## config.mk

```make
export PLATFORM = sky130hd
export DESIGN_NAME = cfs_supervisor
export DESIGN_NICKNAME = d
export VERILOG_FILES = /design/src/cfs_pkg.sv /design/src/cfs_supervisor.sv /design/src/cfs_pin_sync.sv
export SDC_FILE = /design/constraint.sdc
export NUM_CORES = 1
export LEC_CHECK = 0
export ABC_CLOCK_PERIOD_IN_PS = 3450
export BUFFER_PORTS_ARGS = -buffer_cell sky130_fd_sc_hd__buf_4
export CAP_MARGIN = 20
export CORE_UTILIZATION = 55
export CTS_CLUSTER_DIAMETER = 30
export DETAILED_ROUTE_END_ITERATION = 8
export PLACE_DENSITY = 0.84
export SLEW_MARGIN = 5
export SYNTH_ARGS = -nofsm -noshare
export SYNTH_HDL_FRONTEND = slang
export SYNTH_SLANG_ARGS = --single-unit
```

## constraint.sdc

```tcl
create_clock -name core_clk -period 3.45 [get_ports core_clk]
set_input_delay 0.69 -clock core_clk [delete_from_list [all_inputs] [get_ports core_clk]]
set_output_delay 0.69 -clock core_clk [all_outputs]
set_load 0.02 [all_outputs]
```

## src/cfs_pkg.sv

```systemverilog
// shared constants and types for the converter fault supervisor
package cfs_pkg;

    // ------------------------------------------------------------------
    // register map (byte addresses, one aligned word each)
    // ------------------------------------------------------------------
    localparam logic [7:0] CFS_OFF_STATUS     = 8'h00;
    localparam logic [7:0] CFS_OFF_IRQ_STATUS = 8'h04;
    localparam logic [7:0] CFS_OFF_IRQ_MASK   = 8'h08;

    // ------------------------------------------------------------------
    // status word field positions
    // ------------------------------------------------------------------
    localparam int CFS_ST_LATCH    = 0;
    localparam int CFS_ST_ARMED    = 1;
    localparam int CFS_ST_OUTPUT_IN_REGULATION    = 2;
    localparam int CFS_ST_DISCH    = 3;
    localparam int CFS_ST_PULLUP   = 4;
    localparam int CFS_ST_OTPEND   = 5;
    localparam int CFS_ST_STATE_LO = 8;
    localparam int CFS_ST_CAUSE_LO = 16;

    // ------------------------------------------------------------------
    // event bits, shared by irq status and irq mask
    // ------------------------------------------------------------------
    localparam int CFS_EV_UV      = 0;
    localparam int CFS_EV_OV      = 1;
    localparam int CFS_EV_SHORT   = 2;
    localparam int CFS_EV_OT      = 3;
    localparam int CFS_EV_RESTART = 4;
    localparam int CFS_EV_ARMED   = 5;
    localparam int CFS_EV_W       = 6;

    // ------------------------------------------------------------------
    // reset values and run lengths in oscillator cycles
    // ------------------------------------------------------------------
    localparam logic [CFS_EV_W-1:0] CFS_RST_IRQ_MASK = 6'h00;
    localparam logic [CFS_EV_W-1:0] CFS_RST_IRQ_STAT = 6'h00;
    localparam int CFS_UV_RUN_CYCLES = 16;
    localparam int CFS_OV_RUN_CYCLES = 2;

    // ------------------------------------------------------------------
    // analog comparator results from outside the clock domain
    // ------------------------------------------------------------------
    typedef struct packed {
        logic bias_lockout;    // bias supply below lockout
        logic uv_comp;         // feedback below under-voltage threshold
        logic ov_comp;         // feedback above over-voltage threshold
        logic fb_below_low;    // feedback below 0.25 V
        logic fb_above_high;   // feedback above 0.5 V
        logic sw_above_short;  // switch node above about 0.7 V
        logic low_side_full;   // low-side switch fully enhanced
        logic die_hot;         // die at about 150 C
        logic die_cool;        // die below 125 C
        logic en_above_start;  // enable pin above 1.35 V
        logic en_below_reset;  // enable pin at or below 1.1 V
        logic ss_at_arm;       // soft-start ramp reached 1.0 V
        logic fb_in_window;    // feedback inside regulation window
    } cfs_comp_t;

    localparam int CFS_COMP_W = $bits(cfs_comp_t);

    // ------------------------------------------------------------------
    // sequencer states
    // ------------------------------------------------------------------
    typedef enum logic [2:0] {
        ST_OFF,
        ST_SOFT,
        ST_RUN,
        ST_DRAIN,
        ST_RECHG
    } cfs_state_t;

endpackage

```

## src/cfs_supervisor.sv

```systemverilog
// fault latch, discharge, restart sequencing and power-good for a buck
`timescale 1ns/1ps
module cfs_supervisor
    import cfs_pkg::*;
#(
    parameter int UV_RUN = CFS_UV_RUN_CYCLES,
    parameter int OV_RUN = CFS_OV_RUN_CYCLES
)
(
    input  wire logic        core_clk,
    input  wire logic        rst,
    input  wire logic        ce,
    input  wire cfs_comp_t   comp_in,
    output logic             converter_on,
    output logic             low_side_discharge,
    output logic             en_pullup_on,
    output logic             en_sink_on,
    output logic             ss_discharge,
    output logic             output_in_regulation_o,
    output logic             output_in_regulation_oe,
    output logic             irq,
    input  wire logic        psel,
    input  wire logic        penable,
    input  wire logic        pwrite,
    input  wire logic [7:0]  paddr,
    input  wire logic [31:0] pwdata,
    output logic [31:0]      prdata,
    output logic             pready,
    output logic             pslverr
);

    localparam int UVW = $clog2(UV_RUN + 1);
    localparam int OVW = $clog2(OV_RUN + 1);
    localparam logic [UVW-1:0] UV_LAST = UVW'(UV_RUN - 1);
    localparam logic [OVW-1:0] OV_LAST = OVW'(OV_RUN - 1);

    // ------------------------------------------------------------------
    // declarations
    // ------------------------------------------------------------------
    cfs_comp_t             cmp;
    cfs_state_t            state;
    cfs_state_t            next_state;
    logic                  clr;
    logic                  fault_latch;
    logic                  armed;
    logic                  disch;
    logic                  ot_pending;
    logic [UVW-1:0]        uv_cnt;
    logic [OVW-1:0]        ov_cnt;
    logic                  uv_fault;
    logic                  ov_fault;
    logic                  short_fault;
    logic                  ot_fault;
    logic                  fault_set;
    logic                  may_start;
    logic                  output_in_regulation;
    logic [3:0]            cause;
    logic [CFS_EV_W-1:0]   events;
    logic [CFS_EV_W-1:0]   irq_stat;
    logic [CFS_EV_W-1:0]   irq_mask;
    logic [2:0]            state_code;
    logic [31:0]           status_word;
    logic                  setup;
    logic                  access;
    logic                  mapped;

    // ------------------------------------------------------------------
    // pin synchronisers
    // ------------------------------------------------------------------
    logic [CFS_COMP_W-1:0] cmp_bits;
    cfs_pin_sync #(
        .W       (CFS_COMP_W)
    ) u_sync (
        .core_clk(core_clk),
        .rst     (rst),
        .ce      (ce),
        .pin_in  (comp_in),
        .pin_out (cmp_bits)
    );
    assign cmp = cfs_comp_t'(cmp_bits);

    // ------------------------------------------------------------------
    // fault detection
    // ------------------------------------------------------------------
    // lockout clears all fault and sequencing state, not the irq registers; enable toggles clear on the next entry to soft start
    assign clr = cmp.bias_lockout;
    assign armed = (state == ST_RUN);

    // 16th unbroken cycle, only once armed
    assign uv_fault = armed && cmp.uv_comp
                      && (uv_cnt == UV_LAST);
    // second unbroken cycle, any phase
    assign ov_fault = cmp.ov_comp && (ov_cnt == OV_LAST);
    // no filtering, acts in the same cycle
    assign short_fault = cmp.sw_above_short
                         && cmp.low_side_full;
    assign ot_fault = cmp.die_hot;

    assign fault_set = (uv_fault || ov_fault || short_fault || ot_fault)
                       && (state != ST_OFF);

    assign may_start = cmp.en_above_start && !ot_pending;

    always_ff @(posedge core_clk)
    begin
        if (rst || clr)
            uv_cnt <= '0;
        else if (ce)
        begin
            if (!cmp.uv_comp || !armed)
                uv_cnt <= '0;
            else if (uv_cnt != UV_LAST)
                uv_cnt <= uv_cnt + UVW'(1);
        end
    end

    always_ff @(posedge core_clk)
    begin
        if (rst || clr)
            ov_cnt <= '0;
        else if (ce)
        begin
            if (!cmp.ov_comp)
                ov_cnt <= '0;
            else if (ov_cnt != OV_LAST)
                ov_cnt <= ov_cnt + OVW'(1);
        end
    end

    // over-temperature blocks restart until the die cools
    always_ff @(posedge core_clk)
    begin
        if (rst || clr)
            ot_pending <= 1'b0;
        else if (ce)
        begin
            if (cmp.die_hot)
                ot_pending <= 1'b1;
            else if (cmp.die_cool)
                ot_pending <= 1'b0;
        end
    end

    // ------------------------------------------------------------------
    // restart sequencer
    // ------------------------------------------------------------------
    always_comb
    begin
        next_state = state;
        case (state)
            ST_OFF:
                if (may_start)
                    next_state = ST_SOFT;
            ST_SOFT:
                if (fault_set)
                    next_state = ST_DRAIN;
                else if (!cmp.en_above_start)
                    next_state = ST_OFF;
                else if (cmp.ss_at_arm)
                    next_state = ST_RUN;
            ST_RUN:
                if (fault_set)
                    next_state = ST_DRAIN;
                else if (!cmp.en_above_start)
                    next_state = ST_OFF;
            ST_DRAIN:
                // a pin held high never leaves this state
                if (cmp.en_below_reset)
                    next_state = ST_RECHG;
            ST_RECHG:
                if (may_start)
                    next_state = ST_SOFT;
            default:
                next_state = ST_OFF;
        endcase
    end

    always_ff @(posedge core_clk)
    begin
        if (rst || clr)
            state <= ST_OFF;
        else if (ce)
            state <= next_state;
    end

    // ------------------------------------------------------------------
    // fault latch and cause
    // ------------------------------------------------------------------
    always_ff @(posedge core_clk)
    begin
        if (rst || clr)
            fault_latch <= 1'b0;
        else if (ce)
        begin
            if (fault_set)
                fault_latch <= 1'b1;
            else if (state == ST_OFF || next_state == ST_SOFT)
                fault_latch <= 1'b0;
        end
    end

    always_ff @(posedge core_clk)
    begin
        if (rst || clr)
            cause <= 4'h0;
        else if (ce)
        begin
            if (fault_set && !fault_latch)
                cause <= {ot_fault, short_fault, ov_fault, uv_fault};
            else if (next_state == ST_SOFT && state != ST_SOFT)
                cause <= 4'h0;
        end
    end

    // ------------------------------------------------------------------
    // output discharge with hysteresis
    // ------------------------------------------------------------------
    always_ff @(posedge core_clk)
    begin
        if (rst || clr)
            disch <= 1'b0;
        else if (ce)
        begin
            if (fault_set && !fault_latch)
                disch <= !cmp.fb_below_low;
            else if (!fault_latch || next_state == ST_SOFT)
                disch <= 1'b0;
            else if (cmp.fb_below_low)
                disch <= 1'b0;
            else if (cmp.fb_above_high)
                disch <= 1'b1;
        end
    end

    // ------------------------------------------------------------------
    // pin drives
    // ------------------------------------------------------------------
    assign converter_on = (state == ST_SOFT || state == ST_RUN)
                          && !fault_latch;
    assign low_side_discharge = disch;
    assign en_sink_on   = (state == ST_DRAIN);
    assign en_pullup_on = (state != ST_DRAIN);
    assign ss_discharge = !(state == ST_SOFT || state == ST_RUN);

    // open drain: drive low unless in window and armed
    assign output_in_regulation = cmp.fb_in_window && armed && !fault_latch;
    assign output_in_regulation_o  = 1'b0;
    assign output_in_regulation_oe = !output_in_regulation;

    // ------------------------------------------------------------------
    // interrupt events
    // ------------------------------------------------------------------
    always_comb
    begin
        events                 = '0;
        events[CFS_EV_UV]      = uv_fault && !fault_latch;
        events[CFS_EV_OV]      = ov_fault && !fault_latch;
        events[CFS_EV_SHORT]   = short_fault && !fault_latch;
        events[CFS_EV_OT]      = ot_fault && !fault_latch;
        events[CFS_EV_RESTART] = (next_state == ST_SOFT) && (state != ST_SOFT);
        events[CFS_EV_ARMED]   = (next_state == ST_RUN) && (state == ST_SOFT);
    end

    assign setup  = psel && !penable;
    assign access = psel && penable;
    assign mapped = (paddr == CFS_OFF_STATUS)
                    || (paddr == CFS_OFF_IRQ_STATUS)
                    || (paddr == CFS_OFF_IRQ_MASK);

    // read of the irq status clears; a new event in that cycle survives
    always_ff @(posedge core_clk)
    begin
        if (rst)
            irq_stat <= CFS_RST_IRQ_STAT;
        else if (ce)
        begin
            if (access && !pwrite && paddr == CFS_OFF_IRQ_STATUS)
                irq_stat <= events;
            else
                irq_stat <= irq_stat | events;
        end
    end

    always_ff @(posedge core_clk)
    begin
        if (rst)
            irq_mask <= CFS_RST_IRQ_MASK;
        else if (ce && access && pwrite && paddr == CFS_OFF_IRQ_MASK)
            irq_mask <= pwdata[CFS_EV_W-1:0];
    end

    assign irq = |(irq_stat & irq_mask);

    // ------------------------------------------------------------------
    // apb slave
    // ------------------------------------------------------------------
    assign state_code = 3'(state);

    always_comb
    begin
        status_word = 32'h0000_0000;
        status_word[CFS_ST_LATCH]  = fault_latch;
        status_word[CFS_ST_ARMED]  = armed;
        status_word[CFS_ST_OUTPUT_IN_REGULATION]  = output_in_regulation;
        status_word[CFS_ST_DISCH]  = disch;
        status_word[CFS_ST_PULLUP] = en_pullup_on;
        status_word[CFS_ST_OTPEND] = ot_pending;
        status_word[CFS_ST_STATE_LO +: 3] = state_code;
        status_word[CFS_ST_CAUSE_LO +: 4] = cause;
    end

    // read data captured in the setup cycle, stable through access
    always_ff @(posedge core_clk)
    begin
        if (rst)
            prdata <= 32'h0000_0000;
        else if (ce && setup)
        begin
            case (paddr)
                CFS_OFF_STATUS:     prdata <= status_word;
                CFS_OFF_IRQ_STATUS: prdata <= {26'h0, irq_stat};
                CFS_OFF_IRQ_MASK:   prdata <= {26'h0, irq_mask};
                default:            prdata <= 32'h0000_0000;
            endcase
        end
    end

    assign pready  = access;
    assign pslverr = access && !mapped;

endmodule // cfs_supervisor

```

## src/cfs_pin_sync.sv

```systemverilog
// three-stage synchroniser with second/third stage agreement
`timescale 1ns/1ps
module cfs_pin_sync
#(
    parameter int W = 1
)
(
    input  wire logic         core_clk,
    input  wire logic         rst,
    input  wire logic         ce,
    input  wire logic [W-1:0] pin_in,
    output logic      [W-1:0] pin_out
);

    // ------------------------------------------------------------------
    // per-bit stages
    // ------------------------------------------------------------------
    genvar i;
    generate
        for (i = 0; i < W; i++)
        begin : g_bit
            logic s1;
            logic s2;
            logic s3;
            always_ff @(posedge core_clk)
            begin
                if (rst)
                begin
                    s1         <= 1'b0;
                    s2         <= 1'b0;
                    s3         <= 1'b0;
                    pin_out[i] <= 1'b0;
                end
                else if (ce)
                begin
                    s1 <= pin_in[i];
                    s2 <= s1;
                    s3 <= s2;
                    // accept only once two later stages agree
                    if (s2 == s3)
                        pin_out[i] <= s3;
                end
            end
        end
    endgenerate

endmodule // cfs_pin_sync

```

==> impl_summary.log <==
[metrics] largest stage delay on the critical path: 510 ps
[metrics] Iter 0 DRT Violations: 166
[metrics] syn avg cell area: 8.76 sq um
[metrics] total power draw: 2090 uW
[metrics] final period demand of the worst path: roughly 2500 ps
[metrics] final estimated routing congestion in global placement: 0.923
[metrics] required time at the endpoint of the critical path: approximately 2800 ps
[metrics] RR Endpoint: state[0]
[metrics] share of synthesized registers carrying an async set or reset: 0
[metrics] Switching Power: 496 uW
[metrics] CTS tree: built
[metrics] CTS Buf Count: 9
[metrics] CP Buf/Inv Count: 1
[metrics] FF-to-FF setup slack: ~1400 ps
[metrics] worst hold path class: reg2reg
[metrics] Layout Cell Area excl Fill: 4700 sq um
[metrics] cell at the slowest stage of the critical path: sky130_fd_sc_hd__or3b_2
[metrics] CP startpoint: state[2]
[metrics] WL per Instance: 13.6 um
[metrics] maximum capacitance violations: 0
[metrics] leading cell types in the layout, fill and taps excluded: sky130_fd_sc_hd__dfxtp_1, sky130_fd_sc_hd__nor2_1, sky130_fd_sc_hd__buf_4
[metrics] worst-case clock skew: around 15 ps
[metrics] effective utilization at floorplan: 0.569
[metrics] post-CTS resize count: 0
[metrics] worst-margin pin slew: 749 ps
[metrics] CP startpoint kind: register
[metrics] outcome: complete, no violations
[metrics] peak ir drop on the vdd network: 0.000359 V
[metrics] remaining routing DRC violations: 0
[metrics] Clock Pin Slew Worst Setup and Hold Paths: 90 ps
[metrics] detailed-route via count: 3367
[metrics] deepest clock path buffer count: 2
[metrics] Top Ports: 101
[metrics] Final TNS setup: 0 ps
[metrics] reg2reg start: ov_cnt[1]
[metrics] Clk Latency, worst-skew pair: 370 ps
[metrics] Finished Core Util: 0.648
[metrics] end point of the critical path: output_in_regulation_oe
[metrics] Synth Instances: about 470
[metrics] switching power share of the total: 0.237
[metrics] CTS sink cnt: 94
[metrics] RSZ-0062 raised after global routing: false
[metrics] placeable core region: ~7300 sq um
[metrics] root buf cell: sky130_fd_sc_hd__clkbuf_8
[metrics] Max Fanout on Critical Path: 14
[metrics] number of global-route vias before repair: 2910
[metrics] proportion of layout cells with a drive suffix above 1: 0.160
[metrics] Setup Buffers After CTS: 0
[metrics] static leakage: 0.00201 uW
[metrics] Vert. Die Dim: between 80 and 90 um
[metrics] post-route fraction of the period consumed by the critical path: 0.715
[metrics] upper clock frequency limit: 0.406 GHz
[metrics] tightest slew margin relative to the limit: 0.498
[metrics] power density cells: 446 nW/um^2
[metrics] fraction of the yosys area taken by sequential cells: 0.456
[metrics] number of unique standard cell types used by synthesis: 47
[metrics] CP Cell Sequence: or3b_2, or2_2, buf_4
[metrics] sum of routed wire length over all layers: 8350 um
[metrics] # hold bufs at CTS: 0
[metrics] nature of the critical path endpoint: primary output
[metrics] HPWL Detailed: 5820 um
[metrics] Seq pwr share: 0.534
[metrics] ANT nets after route: 0
[metrics] cell area after placement: ~4500 sq um
[metrics] TritonRoute pass-1 iters: 4
[metrics] via-per-instance ratio: around 5.5
[metrics] Final Slew Violations: 0
[metrics] Syn. warnings: 0
[metrics] worst reg-to-reg path cell count: 7
[metrics] horizontal extent of the die: 88.6 um
[metrics] total routing resource utilization after global routing: 0.217
[metrics] first-pass GRT wire length: ~13000 um
[metrics] Placement Rows: 31
[metrics] data arrival time of the worst path: 1780 ps
[metrics] clock network fraction of design power: 0.390
[metrics] deepest level of the CTS H-tree: 3
[metrics] Worst Path Class, Setup: reg2out
[metrics] number of enable-type register cells in the synthesized netlist: 0
[metrics] # nets final: 570
[metrics] Antenna Cells: 0
[metrics] total die area: 7850 sq um
[metrics] Area Growth Syn to Fin: 14.0%
[metrics] combinational fraction of design power: 0.076
[metrics] cell count along the critical path: 3
[metrics] post-synthesis instance area: between 4000 and 5000 sq um
[metrics] global-route congestion overflow total: 0
[metrics] final setup vio count: 0
[metrics] Port Buffer Count: 54
[metrics] number of failing hold endpoints at the final stage: 0
[metrics] Top delay family on crit path: simple AND/OR/NAND/NOR gates
[metrics] initial antenna violation count: 0
[metrics] pin count of the biggest net entering global routing: 81
[metrics] most frequent standard cell in the layout excluding fill and tap cells: sky130_fd_sc_hd__dfxtp_1
[metrics] flip-flop and latch count after synthesis: 94
[metrics] cell internal power dissipation: 1600 uW
[metrics] most frequently used flop master after synthesis: sky130_fd_sc_hd__dfxtp_1
power groups by stage:
stage / Combinational (uW) / Clock [uW] / Sequential [uW]
floorplan: 130 / 0 / 1140
global placement: 155 / 0 / 1140
detailed placement: 159 / 0 / 1140
CTS: 160 / 831 / 1120
global route: 175 / 874 / 1120
finish: 159 / 816 / 1120
sequential cells by signal, indices dropped and copies added (netlist names):
register / cells
state: 3
prdata: 13
u_sync.pin_out: 13
fault_latch: 1
irq_mask: 6
irq_stat: 6
uv_cnt: 5
u_sync.g_bit.s1: 13
ot_pending: 1
u_sync.g_bit.s3: 13
u_sync.g_bit.s2: 13
cause: 4
ov_cnt: 2
low_side_discharge: 1
cell families after synthesis:
family / after synthesis / share of synthesized area
DFF: 94 / 0.456
muxes: 48 / 0.117
AOI/OAI and AO/OA: 107 / 0.161
buffers and inverters: 57 / 0.0728
and+or+nand+nor: 161 / 0.182
adders and majority gates: 3 / 0.00910
other: 1 / 0.000909
through the flow:
step | cells | hold WS (ps) | worst slack, ps
floorplan | 490 | 436 | 1300
global placement | 596 | 440 | 910
detailed placement | 596 | 448 | 814
CTS | 612 | 462 | 981
global route | 612 | 487 | 902
finish | 612 | 464 | 984
routing by layer:
layer / vias to the layer above / wire [um] / GRT usage / share of wire
li1: 1678 / - / - / -
met1: 1566 / 3850 / 0.270 / 0.46
met2: 107 / 3910 / 0.355 / 0.47
met3: 16 / 425 / 0.0597 / 0.051
met4: 0 / 159 / 0.0894 / 0.019
met5: - / 0 / 0 / 0
cell type report:
type	count	area (sq um)
clock buffers	10	138
fillers	589	2550
repair buffers	56	420
flip-flops and latches	94	1880
well taps	99	124
multi-input cells	339	2010
clock inverters	6	92.6
inverters	8	30.0
synthesized netlist by cell type, types with 2 or more instances:
master,n,share of area
sky130_fd_sc_hd__ha_1,3,0.0091
sky130_fd_sc_hd__nand3b_1,4,0.0073
sky130_fd_sc_hd__nor4b_1,2,0.0042
sky130_fd_sc_hd__a32oi_1,4,0.0085
sky130_fd_sc_hd__nand2b_1,3,0.0046
sky130_fd_sc_hd__mux2i_1,46,0.11
sky130_fd_sc_hd__nor2_1,77,0.070
sky130_fd_sc_hd__nor2b_1,4,0.0061
sky130_fd_sc_hd__inv_1,8,0.0073
sky130_fd_sc_hd__nand2_1,38,0.035
sky130_fd_sc_hd__o21ai_0,30,0.036
sky130_fd_sc_hd__or2_2,2,0.0030
sky130_fd_sc_hd__nor4_2,2,0.0061
sky130_fd_sc_hd__buf_2,6,0.0073
sky130_fd_sc_hd__buf_4,21,0.038
sky130_fd_sc_hd__clkbuf_1,21,0.019
sky130_fd_sc_hd__a21o_1,11,0.020
sky130_fd_sc_hd__nor3_1,5,0.0061
sky130_fd_sc_hd__a31oi_1,2,0.0030
sky130_fd_sc_hd__and2_1,3,0.0046
sky130_fd_sc_hd__dfxtp_1,94,0.46
sky130_fd_sc_hd__a211oi_1,2,0.0036
sky130_fd_sc_hd__or3_1,2,0.0030
sky130_fd_sc_hd__a22oi_1,21,0.038
sky130_fd_sc_hd__nand3_1,9,0.011
sky130_fd_sc_hd__mux2_2,2,0.0055
sky130_fd_sc_hd__a21oi_1,28,0.034
sky130_fd_sc_hd__o31ai_1,2,0.0036
worst register-to-register path, cell delays in order, from the launching register on:
cell and delay, ps:
sky130_fd_sc_hd__dfxtp_1 360, sky130_fd_sc_hd__inv_1 50, sky130_fd_sc_hd__ha_1 240, sky130_fd_sc_hd__a221oi_1 340
sky130_fd_sc_hd__a21boi_0 420, sky130_fd_sc_hd__o21ai_0 220, sky130_fd_sc_hd__nor3_1 250, sky130_fd_sc_hd__nor2_1 80
worst min path at each step:
stage / cells past startpoint / slack [ps] / endpoint / from
final: 2 / 460 / u_sync.pin_out[11] / u_sync.g_bit[11].s3
after CTS: 2 / 460 / u_sync.pin_out[11] / u_sync.g_bit[11].s3
after detailed placement: 2 / 450 / u_sync.pin_out[11] / u_sync.g_bit[11].s3
after global placement: 2 / 440 / u_sync.pin_out[10] / u_sync.g_bit[10].s3
after floorplan: 2 / 440 / u_sync.pin_out[0] / u_sync.g_bit[0].s3
after global routing: 2 / 490 / u_sync.pin_out[5] / u_sync.g_bit[5].s3
Power figures use the tool's default switching activity.
